## config.mk

```make
export PLATFORM = sky130hd
export DESIGN_NAME = ssrg_top
export DESIGN_NICKNAME = d
export VERILOG_FILES = /design/src/ssrg_pkg.sv /design/src/ssrg_filter.sv /design/src/ssrg_top.sv
export VERILOG_INCLUDE_DIRS = /design/src
export SDC_FILE = /design/constraint.sdc
export NUM_CORES = 1
export LEC_CHECK = 0
export BUFFER_PORTS_ARGS = -buffer_cell sky130_fd_sc_hd__buf_4
export CAP_MARGIN = 20
export CORE_UTILIZATION = 50
export CTS_BUF_LIST = sky130_fd_sc_hd__clkbuf_8 sky130_fd_sc_hd__clkbuf_16
export DETAILED_ROUTE_END_ITERATION = 8
export HOLD_SLACK_MARGIN = 0.02
export PLACE_DENSITY = 0.69
export SYNTH_ARGS = -nofsm -noshare
export SYNTH_HDL_FRONTEND = slang
export SYNTH_SLANG_ARGS = --single-unit
```

## constraint.sdc

```tcl
create_clock -name i_clk -period 2.6 [get_ports i_clk]
set_input_delay 0.52 -clock i_clk [delete_from_list [all_inputs] [get_ports i_clk]]
set_output_delay 0.52 -clock i_clk [all_outputs]
set_load 0.005 [all_outputs]
```

## src/ssrg_consts.svh

```systemverilog
// timing constants for the supply supervisor reset gate
`ifndef SSRG_CONSTS_SVH
`define SSRG_CONSTS_SVH

`define SSRG_CLK_PERIOD_PS 5000
// reset timeout, nominal 200 ms (window 130 to 270 ms)
`define SSRG_TIMEOUT_MS 200
`define SSRG_TIMEOUT_MIN_MS 130
`define SSRG_TIMEOUT_MAX_MS 270
`define SSRG_TIMEOUT_CYC ((`SSRG_TIMEOUT_MS * 64'd1000000000) / `SSRG_CLK_PERIOD_PS)
// supply crossing to reset output, at most 5 us
`define SSRG_TRIP_DELAY_US 5
`define SSRG_TRIP_DELAY_CYC ((`SSRG_TRIP_DELAY_US * 1000000) / `SSRG_CLK_PERIOD_PS)
// supply glitch rejection, up to 30 ns ignored
`define SSRG_VGLITCH_NS 30
`define SSRG_VGLITCH_CYC (((`SSRG_VGLITCH_NS * 1000) + `SSRG_CLK_PERIOD_PS - 1) / `SSRG_CLK_PERIOD_PS)
// manual reset pulses under 100 ns rejected
`define SSRG_MGLITCH_NS 100
`define SSRG_MGLITCH_CYC (((`SSRG_MGLITCH_NS * 1000) + `SSRG_CLK_PERIOD_PS - 1) / `SSRG_CLK_PERIOD_PS)
// internal program cycle, at most 5 ms
`define SSRG_PROG_MS 5
`define SSRG_PROG_CYC ((`SSRG_PROG_MS * 64'd1000000000) / `SSRG_CLK_PERIOD_PS)

`endif

```

## src/ssrg_pkg.sv

```systemverilog
// types for the supply supervisor reset gate
package ssrg_pkg;

    typedef enum logic [1:0] {
        SSRG_ST_LOW_SUPPLY,
        SSRG_ST_TIMEOUT,
        SSRG_ST_RUN
    } ssrg_state_e;

    // request from the serial memory front end
    typedef struct packed {
        logic bus_active;
        logic stop_after_write;
        logic addr_match;
    } ssrg_mem_req_s;

    // permissions returned to the serial memory front end
    typedef struct packed {
        logic bus_enable;
        logic abort_bus;
        logic ack_allowed;
        logic prog_busy;
        logic prog_start;
    } ssrg_mem_gate_s;

endpackage

```

## src/ssrg_filter.sv

```systemverilog
// glitch filter: output follows input only once it held steady for MIN_CYC cycles
`timescale 1ns/10ps
module ssrg_filter #(
    parameter int MIN_CYC = 4,
    parameter bit INIT = 1'b0
) (
    input wire logic i_clk,
    input wire logic i_sys_rst,
    input wire logic i_raw,
    output logic o_level
);
    localparam int CW = $clog2(MIN_CYC + 1);
    logic [CW-1:0] cnt_reg;
    logic [CW-1:0] cnt_next;
    logic level_reg;
    logic level_next;

    always_comb begin
        cnt_next = cnt_reg;
        level_next = level_reg;
        if (i_raw == level_reg) begin
            cnt_next = '0;
        end else if (cnt_reg >= CW'(MIN_CYC - 1)) begin
            level_next = i_raw;
            cnt_next = '0;
        end else begin
            cnt_next = cnt_reg + CW'(1);
        end
    end

    always_ff @(posedge i_clk or posedge i_sys_rst) begin
        if (i_sys_rst) begin
            cnt_reg <= '0;
            level_reg <= INIT;
        end else begin
            cnt_reg <= cnt_next;
            level_reg <= level_next;
        end
    end

    assign o_level = level_reg;
endmodule

```

## src/ssrg_top.sv

```systemverilog
// supply supervisor: reset pulse generation and serial memory access gate
`timescale 1ns/10ps
`include "ssrg_consts.svh"
module ssrg_top
    import ssrg_pkg::*;
#(
    parameter bit ACTIVE_LOW = 1'b1,
    parameter longint TIMEOUT_CYC = `SSRG_TIMEOUT_CYC,
    parameter longint PROG_CYC = `SSRG_PROG_CYC
) (
    input wire logic i_clk,
    input wire logic i_sys_rst,
    input wire logic i_supply_ok,
    input wire logic i_rst_pin,
    input wire ssrg_pkg::ssrg_mem_req_s i_mem_req,
    output logic o_rst_pin_out,
    output logic o_rst_pin_oe,
    output logic o_reset_active,
    output ssrg_pkg::ssrg_mem_gate_s o_mem_gate
);
    import ssrg_pkg::*;

    localparam int TW = $clog2(TIMEOUT_CYC + 1);
    localparam int PW = $clog2(PROG_CYC + 1);
    localparam int VG_CYC = `SSRG_VGLITCH_CYC + 1;
    localparam int MG_CYC = `SSRG_MGLITCH_CYC + 1;
    // cycles after releasing the pin before the synchronised pin shows the far side
    localparam int PEEK_CYC = 2;

    //////////////////////////////////////////////////////////////////////////
    // input synchronisers
    logic supply_s1_reg;
    logic supply_s2_reg;
    logic pin_s1_reg;
    logic pin_s2_reg;

    always_ff @(posedge i_clk or posedge i_sys_rst) begin
        if (i_sys_rst) begin
            supply_s1_reg <= 1'b0;
            supply_s2_reg <= 1'b0;
            pin_s1_reg <= 1'b1;
            pin_s2_reg <= 1'b1;
        end else begin
            supply_s1_reg <= i_supply_ok;
            supply_s2_reg <= supply_s1_reg;
            pin_s1_reg <= i_rst_pin;
            pin_s2_reg <= pin_s1_reg;
        end
    end

    //////////////////////////////////////////////////////////////////////////
    // glitch filters
    logic supply_ok_f;
    logic pin_level_f;
    logic pin_low_raw;

    // low supply only counts once it outlasts the glitch width; the filter adds
    // a few tens of ns, far inside the 5 us trip budget
    ssrg_filter #(.MIN_CYC(VG_CYC), .INIT(1'b0)) u_supply_filt (
        .i_clk(i_clk),
        .i_sys_rst(i_sys_rst),
        .i_raw(supply_s2_reg),
        .o_level(supply_ok_f)
    );

    // pin read as "asserted" level; active-high variant has no manual input
    assign pin_low_raw = ACTIVE_LOW ? ~pin_s2_reg : 1'b0;

    ssrg_filter #(.MIN_CYC(MG_CYC), .INIT(1'b0)) u_pin_filt (
        .i_clk(i_clk),
        .i_sys_rst(i_sys_rst),
        .i_raw(pin_low_raw),
        .o_level(pin_level_f)
    );

    //////////////////////////////////////////////////////////////////////////
    // reset state machine
    ssrg_state_e state_reg;
    ssrg_state_e state_next;
    logic [TW-1:0] tmr_reg;
    logic [TW-1:0] tmr_next;
    logic pin_prev_reg;
    logic pin_prev_next;
    logic manual_edge;
    logic rst_act_reg;
    logic rst_act_next;
    logic pin_oe_reg;

    // edge detect on the filtered asserted level (high-to-low on the pin); while we
    // drive the pin low we only read back our own drive, so edges count when released
    assign manual_edge = pin_level_f & ~pin_prev_reg & ~pin_oe_reg;

    always_comb begin
        state_next = state_reg;
        tmr_next = tmr_reg;
        pin_prev_next = pin_level_f;
        case (state_reg)
            SSRG_ST_LOW_SUPPLY: begin
                tmr_next = '0;
                if (supply_ok_f) begin
                    state_next = SSRG_ST_TIMEOUT;
                end
            end
            SSRG_ST_TIMEOUT: begin
                if (!supply_ok_f) begin
                    state_next = SSRG_ST_LOW_SUPPLY;
                end else if (manual_edge) begin
                    tmr_next = '0;
                end else if (tmr_reg >= TW'(TIMEOUT_CYC - 1)) begin
                    state_next = SSRG_ST_RUN;
                    tmr_next = '0;
                end else begin
                    tmr_next = tmr_reg + TW'(1);
                end
            end
            SSRG_ST_RUN: begin
                if (!supply_ok_f) begin
                    state_next = SSRG_ST_LOW_SUPPLY;
                    tmr_next = '0;
                end else if (manual_edge) begin
                    state_next = SSRG_ST_TIMEOUT;
                    tmr_next = '0;
                end else if (tmr_reg == TW'(PEEK_CYC)) begin
                    // pin still low after our release: someone holds it, so reset is kept
                    // and the full timeout runs again from here
                    if (pin_low_raw) begin
                        state_next = SSRG_ST_TIMEOUT;
                        tmr_next = '0;
                    end else begin
                        tmr_next = TW'(PEEK_CYC + 1);
                    end
                end else if (tmr_reg < TW'(PEEK_CYC)) begin
                    tmr_next = tmr_reg + TW'(1);
                end
            end
            default: begin
                state_next = SSRG_ST_LOW_SUPPLY;
                tmr_next = '0;
            end
        endcase
        // the reset condition outlasts the pin drive by the look-back window
        rst_act_next = (state_next != SSRG_ST_RUN) || (tmr_next <= TW'(PEEK_CYC));
    end

    always_ff @(posedge i_clk or posedge i_sys_rst) begin
        if (i_sys_rst) begin
            state_reg <= SSRG_ST_LOW_SUPPLY;
            tmr_reg <= '0;
            pin_prev_reg <= 1'b0;
            rst_act_reg <= 1'b1;
        end else begin
            state_reg <= state_next;
            tmr_reg <= tmr_next;
            pin_prev_reg <= pin_prev_next;
            rst_act_reg <= rst_act_next;
        end
    end

    //////////////////////////////////////////////////////////////////////////
    // pin driver: open drain on the active-low variant, drive released after
    // timeout; active-high variant drives high only during reset
    logic pin_out_reg;
    logic pin_out_next;
    logic pin_oe_next;

    always_comb begin
        pin_out_next = ACTIVE_LOW ? 1'b0 : 1'b1;
        pin_oe_next = (state_next != SSRG_ST_RUN);
    end

    always_ff @(posedge i_clk or posedge i_sys_rst) begin
        if (i_sys_rst) begin
            pin_out_reg <= ACTIVE_LOW ? 1'b0 : 1'b1;
            pin_oe_reg <= 1'b1;
        end else begin
            pin_out_reg <= pin_out_next;
            pin_oe_reg <= pin_oe_next;
        end
    end

    //////////////////////////////////////////////////////////////////////////
    // memory access gate and program cycle timer
    logic [PW-1:0] prog_reg;
    logic [PW-1:0] prog_next;
    logic busy_reg;
    logic busy_next;
    logic start_reg;
    logic start_next;
    ssrg_mem_gate_s gate_reg;
    ssrg_mem_gate_s gate_next;

    always_comb begin
        busy_next = busy_reg;
        prog_next = prog_reg;
        start_next = 1'b0;
        if (busy_reg) begin
            // a running cycle is never cut short, reset or not
            if (prog_reg >= PW'(PROG_CYC - 1)) begin
                busy_next = 1'b0;
                prog_next = '0;
            end else begin
                prog_next = prog_reg + PW'(1);
            end
        end else if (i_mem_req.stop_after_write && !rst_act_reg) begin
            busy_next = 1'b1;
            start_next = 1'b1;
            prog_next = '0;
        end
        gate_next.prog_busy = busy_next;
        gate_next.prog_start = start_next;
        gate_next.bus_enable = !rst_act_next && !busy_next;
        gate_next.abort_bus = rst_act_next && i_mem_req.bus_active;
        gate_next.ack_allowed = gate_next.bus_enable && i_mem_req.addr_match;
    end

    always_ff @(posedge i_clk or posedge i_sys_rst) begin
        if (i_sys_rst) begin
            prog_reg <= '0;
            busy_reg <= 1'b0;
            start_reg <= 1'b0;
            gate_reg <= '0;
        end else begin
            prog_reg <= prog_next;
            busy_reg <= busy_next;
            start_reg <= start_next;
            gate_reg <= gate_next;
        end
    end

    assign o_rst_pin_out = pin_out_reg;
    assign o_rst_pin_oe = pin_oe_reg;
    assign o_reset_active = rst_act_reg;
    assign o_mem_gate = gate_reg;
endmodule

```

==> run_results.csv <==
group,metric,value,unit
power_and_ir_drop,pwr-share-seq,41.4,%
worst_setup_path,path_buf_inv,2,
floorplanning,initial_core_util,52.0,%
synthesis,synthFlopType,"dfrtp_1",
synthesis,synthTopCellsByArea,"dfrtp_1 36%, o21ai_0 5.5%, nand2_1 5.1%",
placed_design,place.gp.congestion,0.901,
layout,largest_register_ffs,26,
layout,seq_area,1760,um2
sta,fin_ws,-0.0228,ns
placed_design,io_buffers,13,
min_path,hp-class,"primary input to async pin",
run_status,violations,"design-rule violations, negative setup slack",
sta,finalClockSkew,0.00915,ns
drt,drc,2,
floorplanning,die_area,9540,um2
synthesis,synth-async-reset-ratio,100,%
power_and_ir_drop,p_int,2.05,mW
global_route,grt_max_degree,31,
worst_setup_path,reg2regPathDepth,11,
global_route,grt_first_pass_wirelength,20.4,mm
worst_setup_path,r2r-start,"tmr_reg[1]",
sta,hold_ws,0.102,ns
power_and_ir_drop,switching_share,29.0,%
sta,timing.final.crit_share,101,%
global_route,antenna_found_initial,0,
clock_tree,clock_sinks,70,
synthesis,ys_top_cells_by_count,"66 x dfrtp_1, 62 x nand2_1, 50 x o21ai_0",
synthesis,synth_area,4580,um2
clock_tree,clk_pin_slew,0.08,ns
power_and_ir_drop,p_sw,834,uW
clock_tree,clock_latency,0.36,ns
synthesis,yosys.area.top_type,"dfrtp_1",
sta,slew_headroom,64.4,%
layout,area_growth,23.7,%
drt,ant_nets,0,
clock_tree,clockRootBuffer,"clkbuf_8",
worst_setup_path,slowest_stage,"a2111oi_4",
floorplanning,fp.dieW,97.7,um
synthesis,ys.warnings.count,0,
layout,antenna_cells,0,
run,max-cap-violations,0,
worst_setup_path,slowest_delay,0.37,ns
worst_setup_path,path_cells,"ha_2 -> nand4_1 -> nor2_4 -> o211a_1 -> buf_12 -> buf_6 -> a211oi_2 -> a21o_2 -> a2111oi_4 -> and4_4 -> a21oi_1",
worst_setup_path,critPathKind,"flop to flop",
clock_tree,cts_max_level,3,
worst_setup_path,cp-start-kind,"flop",
power_and_ir_drop,pwr-share-clk,37.2,%
layout,final_util,64.3,%
floorplanning,ioPinCount,15,
layout,drive_gt1_share,32.0,%
floorplanning,die_y,97.7,um
clock_tree,numCtsBuffers,9,
placed_design,dp_hpwl,9.47,mm
drt,wire_per_inst,17.9,um
drt,totalWireLength,12.6,mm
floorplanning,core,8810,um2
synthesis,synthCells,503,
worst_setup_path,worstPathRequired,2.84,ns
sta,rsz0062_at_grt,"true",
worst_setup_path,r2r_slack,-0.02,ns
synthesis,synth_top_area_share,36.1,%
global_route,gr-total-overflow,0,
drt,via_count,4328,
drt,drtPass1Iterations,7,
synthesis,synth_cell_types,89,
worst_setup_path,arrival,2.86,ns
synthesis,synth_edf_count,0,
synthesis,synth.most_common_cell,"dfrtp_1",
power_and_ir_drop,p_per_area,509,nW/um2
synthesis,ys_seq_elements,70,
worst_setup_path,r2r_end,"o_mem_gate[4]",
sta,finalHoldViolCount,0,
synthesis,syn_area_per_cell,9.10,um2
drt,drt_iter0_drc,258,
sta,fin_crit,2.62,ns
sta,slew_violations,0,
layout,num-fill-cells,744,
sta,setup_viol,2,
power_and_ir_drop,vdd_drop_max,0.000319,V
drt,via_per_inst,6.14,
worst_setup_path,critPathMaxFanout,6,
global_route,grt_pass1_vias,4099,
run_status,outcome,"finished with violations",
clock_tree,clockBufferDepth,2,
power_and_ir_drop,comb_power_share,21.5,%
floorplanning,rows,34,
power_and_ir_drop,p_leak,2.48,nW
layout,nets,610,
global_route,track_usage,27.5,%
placed_design,placedCellCount,685,
worst_setup_path,endpoint_kind,"flop",
clock_tree,cts_hold_buffers,0,
clock_tree,cts_tree,"built",
sta,worstMarginPinSlew,0.533,ns
synthesis,synth_nets,520,
worst_setup_path,crit_family,"compound AO/OA/AOI/OAI gates",
sta,clock.fmax,0.381,GHz
synthesis,seq_area_frac_synth,38.4,%
layout,final_cells,705,
layout,multi_input_area,2640,um2
==> per-layer routing <==
metal  wire length [um]  global-route usage, %  vias to the layer above
met3                818                   4.96                       31
met5                  0                      0                        -
li1                   -                      -                     2054
met1               5440                   37.6                     2084
met2               6060                   43.5                      159
met4                306                   10.3                        0
==> worst reg2reg max path: stages, from the launching register on <==
cell       delay [ns]
dfrtp_1          0.36
ha_2             0.20
nand4_1          0.26
nor2_4           0.25
o211a_1          0.22
buf_12           0.13
buf_6            0.10
a211oi_2         0.03
a21o_2           0.22
a2111oi_4        0.37
and4_4           0.29
a21oi_1          0.07
==> cell families after synthesis <==
logic type,count (synthesis),share of synthesized area [%]
flip-flops,70,38.4
XOR/XNOR,7,1.34
multiplexers,3,0.711
adder cells (fa/ha/maj),10,2.73
other,1,0.0820
AND/OR/NAND/NOR,225,28.8
AO/OA/AOI/OAI,143,21.5
buffers and inverters,44,6.45
==> how the worst max path moves through the flow <==
stage                  from             to  slack, ns  depth (start not counted)
2_1_floorplan  state_reg[0]  o_mem_gate[2]       0.04                         10
5_1_grt          tmr_reg[0]  o_mem_gate[4]      -0.11                         11
3_5_place_dp    tmr_reg[11]  o_mem_gate[4]      -0.07                          8
6_report         tmr_reg[1]  o_mem_gate[4]      -0.02                         11
4_1_cts          tmr_reg[0]  o_mem_gate[4]      0.005                         10
3_3_place_gp     tmr_reg[0]  o_mem_gate[2]       0.04                         10
==> power by group through the flow <==
stage	registers [mW]	logic (mW)	clock network, mW
2_1_floorplan	1.21	0.340	0
3_3_place_gp	1.21	0.562	0
3_5_place_dp	1.21	0.583	0
4_1_cts	1.19	0.591	1.08
5_1_grt	1.20	0.671	1.13
6_report	1.19	0.618	1.07
==> cells in the final DEF (no fill, tap or decap), drive strengths merged, types with 9 or more instances in the layout <==
cell / n
o31ai: 12
nand3: 21
dfrtp: 66
and3: 17
nand2: 62
buf: 106
clkbuf: 9
nor4: 16
o21ai: 55
a21oi: 19
nor2: 24
nor3: 13
nand4: 12
nand2b: 10
inv: 17
ha: 10
==> final cells by class <==
| type | count | area share [%] |
|---|---|---|
| Clock buffer | 9 | 2.19 |
| Inverter | 17 | 1.13 |
| Clock inverter | 6 | 1.97 |
| Tap cell | 108 | 2.39 |
| Sequential cell | 70 | 31.2 |
| Multi-Input combinational cell | 389 | 46.6 |
| Timing Repair Buffer | 106 | 14.6 |
==> timing repair <==
| action | in CTS | in global routing |
|---|---|---|
| gates cloned | 0 | 0 |
| pin swaps | 4 | 12 |
| setup buffers | 1 | 4 |
| resized for setup | 3 | 24 |
| setup endpoints to repair | 3 | 6 |
==> per-stage QoR <==
stage	cell area [um2]	setup slack (ns)	total power, mW	TNS [ns]
4_1_cts	5530	0.00479	2.87	0
5_1_grt	5660	-0.112	3.00	-0.332
3_5_place_dp	5270	-0.0676	1.80	-0.163
3_3_place_gp	5270	0.0420	1.77	0
2_1_floorplan	4580	0.0436	1.55	0
6_report	5660	-0.0228	2.88	-0.0361
No activity file was read; power rests on OpenSTA's default activity.
